**config.mk**
```make
export PLATFORM = sky130hd
export DESIGN_NAME = cpid_decoder
export DESIGN_NICKNAME = d
export VERILOG_FILES = /design/src/logic/cpid_pkg.sv /design/src/logic/cpid_decoder.sv
export SDC_FILE = /design/constraint.sdc
export NUM_CORES = 1
export LEC_CHECK = 0
export ABC_AREA = 1
export BUFFER_PORTS_ARGS = -buffer_cell sky130_fd_sc_hd__buf_4
export CORE_AREA = 10 10 280 215
export CTS_BUF_LIST = sky130_fd_sc_hd__clkbuf_4 sky130_fd_sc_hd__clkbuf_8
export CTS_CLUSTER_DIAMETER = 200
export DETAILED_ROUTE_END_ITERATION = 8
export DIE_AREA = 0 0 290 225
export SLEW_MARGIN = 10
export SYNTH_ARGS = -nofsm -noshare
export SYNTH_HDL_FRONTEND = slang
export SYNTH_SLANG_ARGS = --single-unit
```
**constraint.sdc**
```tcl
create_clock -name core_clk -period 5.9 [get_ports core_clk]
set_input_delay 0.59 -clock core_clk [delete_from_list [all_inputs] [get_ports core_clk]]
set_output_delay 0.59 -clock core_clk [all_outputs]
set_load 0.03 [all_outputs]
```
**src/logic/cpid_pkg.sv**
```systemverilog
/*
  Constants, register map and carrier types for the command pulse input decoder.
  Assumes an APB master with 32-bit data and a 100 MHz core clock.
*/
// Behaviour
// - three pulse formats: quadrature, fwd/rev, pulse+sign
// - fast differential path counts up to 4 Mpps
// - isolated path counts up to 500 kpps
// - path select: 0 isolated, 1 fast, 2 slow-isolated
// - direction bit sets positive counting sense
// - method setting 0..3 picks format and edges
// - inhibit enabled and input open blocks counting
// - flag one pulse or fewer per control cycle
// - deviation clear input zeroes deviation counter
package cpid_pkg;
  // ---------------------------------------------------------------
  // register offsets (byte addresses)
  // ---------------------------------------------------------------
  localparam logic [7:0] CPID_OFS_CTRL = 8'h00;
  localparam logic [7:0] CPID_OFS_STATUS = 8'h04;
  localparam logic [7:0] CPID_OFS_IRQ_STAT = 8'h08;
  localparam logic [7:0] CPID_OFS_IRQ_MASK = 8'h0C;
  localparam logic [7:0] CPID_OFS_CMD_POS = 8'h10;
  localparam logic [7:0] CPID_OFS_DEV_CNT = 8'h14;
  localparam logic [7:0] CPID_OFS_FB_STEP = 8'h18;
  // ---------------------------------------------------------------
  // control field positions and reset values
  // ---------------------------------------------------------------
  localparam int CPID_CTRL_PATH_LSB = 0;
  localparam int CPID_CTRL_DIR_BIT = 2;
  localparam int CPID_CTRL_METH_LSB = 3;
  localparam int CPID_CTRL_INHEN_BIT = 5;
  localparam logic [31:0] CPID_CTRL_RST = 32'h0000_0000;
  // irq bits: 0 low frequency, 1 never set, 2 pulse blocked by inhibit, 3 clear seen
  localparam int CPID_IRQ_W = 4;
  localparam logic [3:0] CPID_IRQ_RST = 4'h0;
  // ---------------------------------------------------------------
  // path select codes
  // ---------------------------------------------------------------
  localparam logic [1:0] CPID_PATH_ISO = 2'h0;
  localparam logic [1:0] CPID_PATH_FAST = 2'h1;
  localparam logic [1:0] CPID_PATH_ISO_SLOW = 2'h2;
  // ---------------------------------------------------------------
  // timing
  // ---------------------------------------------------------------
  localparam int CPID_CLK_MHZ = 100;
  localparam int CPID_CTRL_CYCLE_NS = 62500;  // control cycle period
  localparam int CPID_CTRL_CYCLE_CLK = CPID_CTRL_CYCLE_NS * CPID_CLK_MHZ / 1000;
  localparam int CPID_FAST_KPPS = 4000;
  localparam int CPID_ISO_KPPS = 500;
  localparam int CPID_ISO_SLOW_KPPS = 250;
  // glitch filter lengths: a pulse must stay stable for this many clocks;
  // shorter than half the period at the fastest legal rate of the path
  localparam int CPID_FILT_FAST_CLK = 2;
  localparam int CPID_FILT_ISO_CLK = CPID_CLK_MHZ * 1000 / CPID_ISO_KPPS / 4;
  localparam int CPID_FILT_SLOW_CLK = CPID_CLK_MHZ * 1000 / CPID_ISO_SLOW_KPPS / 4;
  localparam logic [31:0] CPID_CNT_RST = 32'h0000_0000;

  // ---------------------------------------------------------------
  // carrier types
  // ---------------------------------------------------------------
  typedef struct packed {
    logic pulse;
    logic sign;
  } cpid_pair_t;

  typedef struct packed {
    logic [1:0] path;
    logic dir;
    logic [1:0] method;
    logic inhEn;
  } cpid_cfg_t;

  typedef enum logic [2:0] {
    CPID_APB_IDLE = 3'b001,
    CPID_APB_SETUP = 3'b010,
    CPID_APB_ACCESS = 3'b100
  } cpid_apb_t;
endpackage : cpid_pkg

```
**src/logic/cpid_decoder.sv**
```systemverilog
/*
  Command pulse input decoder with APB register slave and interrupt.
  Assumes pin inputs already synchronous-capable single-ended levels
  (differential pairs resolved as pos minus neg) and an APB master.
*/
// Added by the designer: register access over APB and the placing of the registers.
`timescale 1ns/100ps
module cpid_decoder
  import cpid_pkg::*;
#(
  parameter int CTRL_CYCLE_CLK = CPID_CTRL_CYCLE_CLK,
  parameter int CNT_W = 32
)
(
  input wire logic core_clk,
  input wire logic arst_n,
  input wire logic psel,
  input wire logic penable,
  input wire logic pwrite,
  input wire logic [7:0] paddr,
  input wire logic [31:0] pwdata,
  output logic [31:0] prdata,
  output logic pready,
  output logic pslverr,
  input wire logic fast_pulse_pos,
  input wire logic fast_pulse_neg,
  input wire logic fast_sign_pos,
  input wire logic fast_sign_neg,
  input wire logic iso_pulse_pos,
  input wire logic iso_pulse_neg,
  input wire logic iso_sign_pos,
  input wire logic iso_sign_neg,
  input wire logic pulse_inhibit_in,
  input wire logic deviation_clear_in,
  output logic [CNT_W-1:0] cmdStep,
  output logic cmdStepValid,
  output logic lowFreq,
  output logic irq
);
  // ---------------------------------------------------------------
  // registers
  // ---------------------------------------------------------------
  cpid_cfg_t cfg_ff;
  logic [3:0] irqStat_ff, irqMask_ff;
  logic [CNT_W-1:0] cmdPos_ff, devCnt_ff, fbStep_ff, cycAcc_ff, cmdStep_ff, cycTot;
  logic [31:0] cycTmr_ff, prdata_ff;
  logic [1:0] syncA_ff, syncB_ff, syncInh_ff, syncClr_ff;
  logic a_ff, b_ff, aPrev_ff, bPrev_ff;
  logic [15:0] filtA_ff, filtB_ff, filtLen;
  logic pready_ff, pslverr_ff, lowFreq_ff, irq_ff, cmdStepValid_ff;
  cpid_apb_t apbState_ff, nxt_apbState;
  logic rawA, rawB, inhibitNow, tick, accept, wrEn, rdEn, lowNow;
  logic [1:0] stepDir;
  logic [3:0] irqEvt;

  // differential/isolated pair resolved to one level
  function automatic logic pairLevel(input logic p, input logic n);
    pairLevel = p & ~n;
  endfunction : pairLevel
  // signed one-step value for an increment code: 01 is +1, 11 is -1
  function automatic logic [CNT_W-1:0] stepVal(input logic [1:0] s);
    stepVal = (s == 2'b11) ? {CNT_W{1'b1}} : {{(CNT_W-1){1'b0}}, s == 2'b01};
  endfunction : stepVal

  // ---------------------------------------------------------------
  // input path select and synchronisers
  // ---------------------------------------------------------------
  // path mux and filter
  always_comb
  begin
    if (cfg_ff.path == CPID_PATH_FAST)
    begin
      rawA = pairLevel(fast_pulse_pos, fast_pulse_neg);
      rawB = pairLevel(fast_sign_pos, fast_sign_neg);
      filtLen = 16'(CPID_FILT_FAST_CLK);
    end
    else
    begin
      rawA = pairLevel(iso_pulse_pos, iso_pulse_neg);
      rawB = pairLevel(iso_sign_pos, iso_sign_neg);
      // slow option filters harder, capping usable rate lower
      filtLen = (cfg_ff.path == CPID_PATH_ISO_SLOW) ? 16'(CPID_FILT_SLOW_CLK)
                                                     : 16'(CPID_FILT_ISO_CLK);
    end
  end
  always_ff @(posedge core_clk or negedge arst_n)
  begin
    if (!arst_n)
    begin
      syncA_ff <= 2'h0;
      syncB_ff <= 2'h0;
      syncInh_ff <= 2'h0;
      syncClr_ff <= 2'h0;
    end
    else
    begin
      syncA_ff <= {syncA_ff[0], rawA};
      syncB_ff <= {syncB_ff[0], rawB};
      syncInh_ff <= {syncInh_ff[0], pulse_inhibit_in};
      syncClr_ff <= {syncClr_ff[0], deviation_clear_in};
    end
  end

  // stability filter; fast path needs only 2 clocks at 4 Mpps
  always_ff @(posedge core_clk or negedge arst_n)
  begin
    if (!arst_n)
    begin
      filtA_ff <= 16'h0000;
      filtB_ff <= 16'h0000;
      a_ff <= 1'b0;
      b_ff <= 1'b0;
      aPrev_ff <= 1'b0;
      bPrev_ff <= 1'b0;
    end
    else
    begin
      aPrev_ff <= a_ff;
      bPrev_ff <= b_ff;
      if (syncA_ff[1] == a_ff)
        filtA_ff <= 16'h0000;
      else if (filtA_ff + 16'h0001 >= filtLen)
      begin
        a_ff <= syncA_ff[1];
        filtA_ff <= 16'h0000;
      end
      else
        filtA_ff <= filtA_ff + 16'h0001;
      if (syncB_ff[1] == b_ff)
        filtB_ff <= 16'h0000;
      else if (filtB_ff + 16'h0001 >= filtLen)
      begin
        b_ff <= syncB_ff[1];
        filtB_ff <= 16'h0000;
      end
      else
        filtB_ff <= filtB_ff + 16'h0001;
    end
  end

  // ---------------------------------------------------------------
  // format decode
  // ---------------------------------------------------------------
  // format select; method 0/2 quadrature, 1 fwd/rev, 3 pulse+sign
  always_comb
  begin
    stepDir = 2'b00;
    case (cfg_ff.method)
      2'h0, 2'h2:
      begin
        // every edge of both phases, sense from leading phase
        if (a_ff != aPrev_ff)
          stepDir = (a_ff != b_ff) ? 2'b01 : 2'b11;
        else if (b_ff != bPrev_ff)
          stepDir = (a_ff == b_ff) ? 2'b01 : 2'b11;
      end
      2'h1:
      begin
        // rising edge on pulse line forward, on sign line reverse
        if (a_ff && !aPrev_ff)
          stepDir = 2'b01;
        else if (b_ff && !bPrev_ff)
          stepDir = 2'b11;
      end
      default:
      begin
        // pulse+sign: count rising pulse edge, sign high is reverse
        if (a_ff && !aPrev_ff)
          stepDir = b_ff ? 2'b11 : 2'b01;
      end
    endcase
    // direction setting flips the counted sense
    if (cfg_ff.dir && stepDir != 2'b00)
      stepDir = {~stepDir[1], 1'b1};
  end

  // inhibit enabled (setting 0) with input open blocks pulses
  assign inhibitNow = !cfg_ff.inhEn && !syncInh_ff[1];
  assign tick = (cycTmr_ff == 32'(CTRL_CYCLE_CLK - 1));
  // one total per cycle feeds both the step and its flag, so they never disagree
  assign cycTot = cycAcc_ff + (inhibitNow ? '0 : stepVal(stepDir));
  assign lowNow = ($signed(cycTot) <= 1) && ($signed(cycTot) >= -1);
  // ---------------------------------------------------------------
  // position counts
  // ---------------------------------------------------------------
  // clear zeroes deviation; commanded position keeps counting
  always_ff @(posedge core_clk or negedge arst_n)
  begin
    if (!arst_n)
    begin
      cmdPos_ff <= CNT_W'(CPID_CNT_RST);
      devCnt_ff <= CNT_W'(CPID_CNT_RST);
    end
    else
    begin
      if (!inhibitNow)
        cmdPos_ff <= cmdPos_ff + stepVal(stepDir);
      if (syncClr_ff[1])
        devCnt_ff <= '0;
      else if (inhibitNow)
        devCnt_ff <= devCnt_ff - fbStep_ff;
      else
        devCnt_ff <= devCnt_ff + stepVal(stepDir) - fbStep_ff;
    end
  end
  // per control cycle accumulation and low frequency flag
  always_ff @(posedge core_clk or negedge arst_n)
  begin
    if (!arst_n)
    begin
      cycTmr_ff <= 32'h0000_0000;
      cycAcc_ff <= '0;
      cmdStep_ff <= '0;
      cmdStepValid_ff <= 1'b0;
      lowFreq_ff <= 1'b0;
    end
    else
    begin
      cycTmr_ff <= tick ? 32'h0000_0000 : cycTmr_ff + 32'h0000_0001;
      cmdStepValid_ff <= tick;
      if (tick)
      begin
        cmdStep_ff <= cycTot;
        cycAcc_ff <= '0;
        // one pulse or fewer this cycle, either sense
        lowFreq_ff <= lowNow;
      end
      else if (!inhibitNow)
        cycAcc_ff <= cycAcc_ff + stepVal(stepDir);
    end
  end

  // ---------------------------------------------------------------
  // interrupts
  // ---------------------------------------------------------------
  assign irqEvt = {syncClr_ff[1], inhibitNow && stepDir != 2'b00, 1'b0, tick && lowNow};
  // event set wins over write-one-to-clear in the same cycle
  always_ff @(posedge core_clk or negedge arst_n)
  begin
    if (!arst_n)
    begin
      irqStat_ff <= CPID_IRQ_RST;
      irq_ff <= 1'b0;
    end
    else
    begin
      if (wrEn && paddr == CPID_OFS_IRQ_STAT)
        irqStat_ff <= (irqStat_ff & ~pwdata[3:0]) | irqEvt;
      else
        irqStat_ff <= irqStat_ff | irqEvt;
      irq_ff <= |(irqStat_ff & irqMask_ff);
    end
  end

  // ---------------------------------------------------------------
  // apb slave: one wait state, reads registered
  // ---------------------------------------------------------------
  always_comb
  begin
    case (apbState_ff)
      CPID_APB_IDLE: nxt_apbState = (psel && !penable) ? CPID_APB_SETUP : CPID_APB_IDLE;
      CPID_APB_SETUP: nxt_apbState = CPID_APB_ACCESS;
      CPID_APB_ACCESS: nxt_apbState = CPID_APB_IDLE;
      default: nxt_apbState = CPID_APB_IDLE;
    endcase
  end
  // request taken at the setup edge; a write lands only on the edge that sees pready
  assign accept = (apbState_ff == CPID_APB_SETUP) && psel && penable;
  assign wrEn = (apbState_ff == CPID_APB_ACCESS) && psel && penable && pwrite;
  assign rdEn = accept && !pwrite;
  always_ff @(posedge core_clk or negedge arst_n)
  begin
    if (!arst_n)
    begin
      apbState_ff <= CPID_APB_IDLE;
      pready_ff <= 1'b0;
      pslverr_ff <= 1'b0;
      prdata_ff <= 32'h0000_0000;
    end
    else
    begin
      apbState_ff <= nxt_apbState;
      pready_ff <= accept;
      pslverr_ff <= 1'b0;
      if (rdEn)
      begin
        case (paddr)
          CPID_OFS_CTRL: prdata_ff <= {26'h0, cfg_ff.inhEn, cfg_ff.method,
                                       cfg_ff.dir, cfg_ff.path};
          CPID_OFS_STATUS: prdata_ff <= {29'h0, syncInh_ff[1], inhibitNow, lowFreq_ff};
          CPID_OFS_IRQ_STAT: prdata_ff <= {28'h0, irqStat_ff};
          CPID_OFS_IRQ_MASK: prdata_ff <= {28'h0, irqMask_ff};
          CPID_OFS_CMD_POS: prdata_ff <= 32'(cmdPos_ff);
          CPID_OFS_DEV_CNT: prdata_ff <= 32'(devCnt_ff);
          CPID_OFS_FB_STEP: prdata_ff <= 32'(fbStep_ff);
          default:
          begin
            prdata_ff <= 32'h0000_0000;
            pslverr_ff <= 1'b1;
          end
        endcase
      end
      else if (accept && pwrite)
        pslverr_ff <= !(paddr == CPID_OFS_CTRL || paddr == CPID_OFS_IRQ_STAT ||
                        paddr == CPID_OFS_IRQ_MASK || paddr == CPID_OFS_FB_STEP);
    end
  end
  // writable configuration
  always_ff @(posedge core_clk or negedge arst_n)
  begin
    if (!arst_n)
    begin
      cfg_ff <= cpid_cfg_t'(6'(CPID_CTRL_RST));
      irqMask_ff <= CPID_IRQ_RST;
      fbStep_ff <= CNT_W'(CPID_CNT_RST);
    end
    else if (wrEn)
    begin
      if (paddr == CPID_OFS_CTRL)
      begin
        // reserved path code 3 falls back to isolated path
        cfg_ff.path <= (pwdata[1:0] == 2'h3) ? CPID_PATH_ISO : pwdata[1:0];
        cfg_ff.dir <= pwdata[CPID_CTRL_DIR_BIT];
        cfg_ff.method <= pwdata[CPID_CTRL_METH_LSB +: 2];
        cfg_ff.inhEn <= pwdata[CPID_CTRL_INHEN_BIT];
      end
      if (paddr == CPID_OFS_IRQ_MASK)
        irqMask_ff <= pwdata[3:0];
      if (paddr == CPID_OFS_FB_STEP)
        fbStep_ff <= CNT_W'(pwdata);
    end
  end
  assign prdata = prdata_ff;
  assign pready = pready_ff;
  assign pslverr = pslverr_ff;
  assign cmdStep = cmdStep_ff;
  assign cmdStepValid = cmdStepValid_ff;
  assign lowFreq = lowFreq_ff;
  assign irq = irq_ff;
endmodule : cpid_decoder

```
==> reports/results.tsv <==
metric	value	unit
core area	55000	sq um
share of cells above drive strength 1	9.98	%
RSZ-0062 raised after global routing	false	
#FFs+latches synth	290	
WHS Path Cells	2	
Util after Layout	45.1	%
CTS max path bufs	3	
R2R Setup Slk	800	ps
Leak Pwr	12.8	nW
Startpoint Class	register	
pin count of the biggest net entering global routing	106	
total number of H-tree levels	2	
switching share of power	35.6	%
crit-path max cell delay	570	ps
total routed wirelength	67.3	mm
initial antenna violation count	0	
clk_skew	23.0	ps
Critical Path AT	5650	ps
worst-margin pin slew	1120	ps
Post-Synthesis Cell Area	21700	sq um
dominant synthesized flop cell	dfrtp_1	
top cell type's share of synthesized area	33.3	%
Req. time, crit path	6450	ps
Clock Power Share	36.0	%
Yosys cell types	58	
Max Clk Rate	0.196	GHz
area grow syn2layout	14.2	%
Setup Buffers After CTS	0	
Post-synth ARST share	100	%
DIE WIDTH	290	microns
drt first pass iters	5	
routed length per placed instance	17.1	microns
max-slew violation count	0	
Crit. End Element	register	
most common cell after layout, fill and taps aside	nand2_1	
Worst Reg-to-Reg Cells	25	
sw power	2.19	mW
antenna viol nets, final	0	
Flop pwr share	39.2	%
minimum clock period	5100	ps
CTS clk-pin slew, worst paths	70	ps
area leader, netlist	dfrtp_1	
port bufs	123	
global-route wire length before repair	109	mm
final instance area	24800	sq um
CP max-delay cell	fa_1	
post-synthesis sequential area ratio	33.5	%
Synth Warn #	0	
CTS Sinks	290	
Global Route Usage Sum	20.2	%
critical path type	reg2reg	
Layout Nets	3392	
Int Power	3.96	mW
Die H	225	microns
hold path start	iso_sign_neg	
CTS tree	done	
Synth area leaders	dfrtp_1 (33%), nand2_1 (11%), inv_1 (8.1%), ha_1 (8.0%), a21oi_1 (5.9%)	
Starting Density	39.4	%
CTS root buf	clkbuf_8	
total die area	65300	sq um
Synth Area per Inst	7.22	sq um
Design Power	6.16	mW
combinational cell fraction of total power	24.8	%
total negative slack	0	ps
clk_lat worst skew	660	ps
Tcrit/Tclk final	86.4	%
Mapped Cells	3005	
Slew Limit Headroom	24.8	%
DRC Markers	0	
Max rail drop VDD	223	uV
CTS resizes	0	
Post-synth EDFFs	0	
hold crit path type	in2reg	
Max Cap Viol	0	
initial DRC count	1802	
I/O pin count	124	
post-DP HPWL	52.0	mm
via/cell ratio	5.29	
GRT Residual Overflow	0	
power per cell area	249	nW/um^2
CTS Buf Count	52	
Crit Reg-Reg Endpoint	devCnt_ff[26]	
most frequent cells in the layout	nand2_1 (654), inv_1 (468), dfrtp_1 (289)	
GP Congestion	0.933	
Reg2Reg Launch Point	a_ff	
crit-path most repeated cell	nand2_1	
Critical Path Fanout Max	12	
Final Hold Viols	0	
placed inst area	23500	sq um
Worst Hold End	syncB_ff[0]	
Final setup viols	0	
via count	20800	
number of placement rows	75	
antenna diode count	0	
vias in the first global route	20100	
outcome	finished, final reports clean	
-- synthesized netlist by cell type (10+ instances only) --
library cell and number:
xnor2_1 24, nor3_1 55, o21ai_0 216, o22ai_1 46, o41ai_1 26, nor2_1 232
inv_1 471, a31oi_1 18, o21ai_1 15, o21bai_1 12, xor2_1 63, nand2_1 657
fa_1 34, nor4_1 20, nand3b_1 10, clkbuf_1 45, nor2_2 16, nand2_2 15
ha_1 139, dfrtp_1 289, or2_2 27, a21oi_1 254, nand4_1 61, a211oi_1 11
nand3_1 138
-- flip-flops by register name, summed over array words and instances (netlist names), 2 cells and up --
name and cells:
apbState_ff 3, cfg_ff 6, cmdPos_ff 32, cmdStep 32, cycAcc_ff 32, cycTmr_ff 32, devCnt_ff 32, fbStep_ff 32
filtA_ff 16, filtB_ff 16, irqMask_ff 4, irqStat_ff 4, prdata 32, syncA_ff 2, syncB_ff 2, syncClr_ff 2
syncInh_ff 2
-- metrics by stage --
step,worst slack [ps],hold slack (ps),std cells
6_report,802,108,3936
5_1_grt,265,82.9,3936
4_1_cts,894,62.9,3936
3_5_place_dp,928,336,3838
3_3_place_gp,1010,336,3838
2_1_floorplan,1210,294,3022
-- cells by family (layout without fill, tap and decap cells) --
family / after synthesis / count (layout) / share of synthesized area, %
compound gates: 670 / 670 / 17.6
other cells: 1 / 18 / 0.0173
xor+xnor: 87 / 87 / 3.51
fa+ha+maj: 173 / 173 / 11.2
simple gates: 1245 / 1245 / 24.7
flops: 290 / 290 / 33.5
buf+inv: 539 / 722 / 9.56
-- layer usage --
layer  wire (microns)  part of all wire (%)  vias to the layer above  global-route usage [%]
met5                0                     0                        -                       0
met4             1770                   2.6                        0                    6.01
met3             4200                   6.2                      105                    3.46
met2            28100                    42                      624                    30.2
met1            33200                    49                     9787                    29.4
li1                 -                     -                    10300                       -
-- power by group through the flow --
stage	sequential, mW	clock (mW)	combinational (mW)
after floorplan	2.36	0	1.12
after global placement	2.43	0	1.48
after detailed placement	2.44	0	1.51
after CTS	2.41	2.29	1.52
after global routing	2.44	2.38	1.74
final	2.41	2.22	1.53
-- how the worst max path moves through the flow --
stage | start | to | slack [ps] | depth (start not counted)
2_1_floorplan | a_ff | cycAcc_ff[21] | 1210 | 25
3_3_place_gp | b_ff | devCnt_ff[26] | 1010 | 26
3_5_place_dp | a_ff | devCnt_ff[26] | 930 | 25
4_1_cts | a_ff | devCnt_ff[26] | 890 | 25
5_1_grt | b_ff | devCnt_ff[26] | 260 | 26
6_report | a_ff | devCnt_ff[26] | 800 | 25
-- cell type report --
cell class	instances	area (sq um)
clock buffer	79	1010
clock inverter	16	195
fill	5698	30200
inverter	476	1790
multi-input combinational	2193	12400
sequential	290	7260
tap	731	915
timing repair buffer	151	1160
-- critical path, delay by kind of cell, from the launching register on --
kind	cells	cell delay [ps]
buffers and inverters	1	40
adder cells (fa/ha/maj)	3	1270
AO/OA/AOI/OAI	11	2290
flip-flops	1	440
AND/OR/NAND/NOR	10	940
-- timing repair --
item / in CTS / in global routing
endpoints found under the setup margin: 0 / 0
hold endpoints to repair: 4 / 0
hold buffers: 3 / 0
Note: power is estimated with default switching activity, not from simulation.
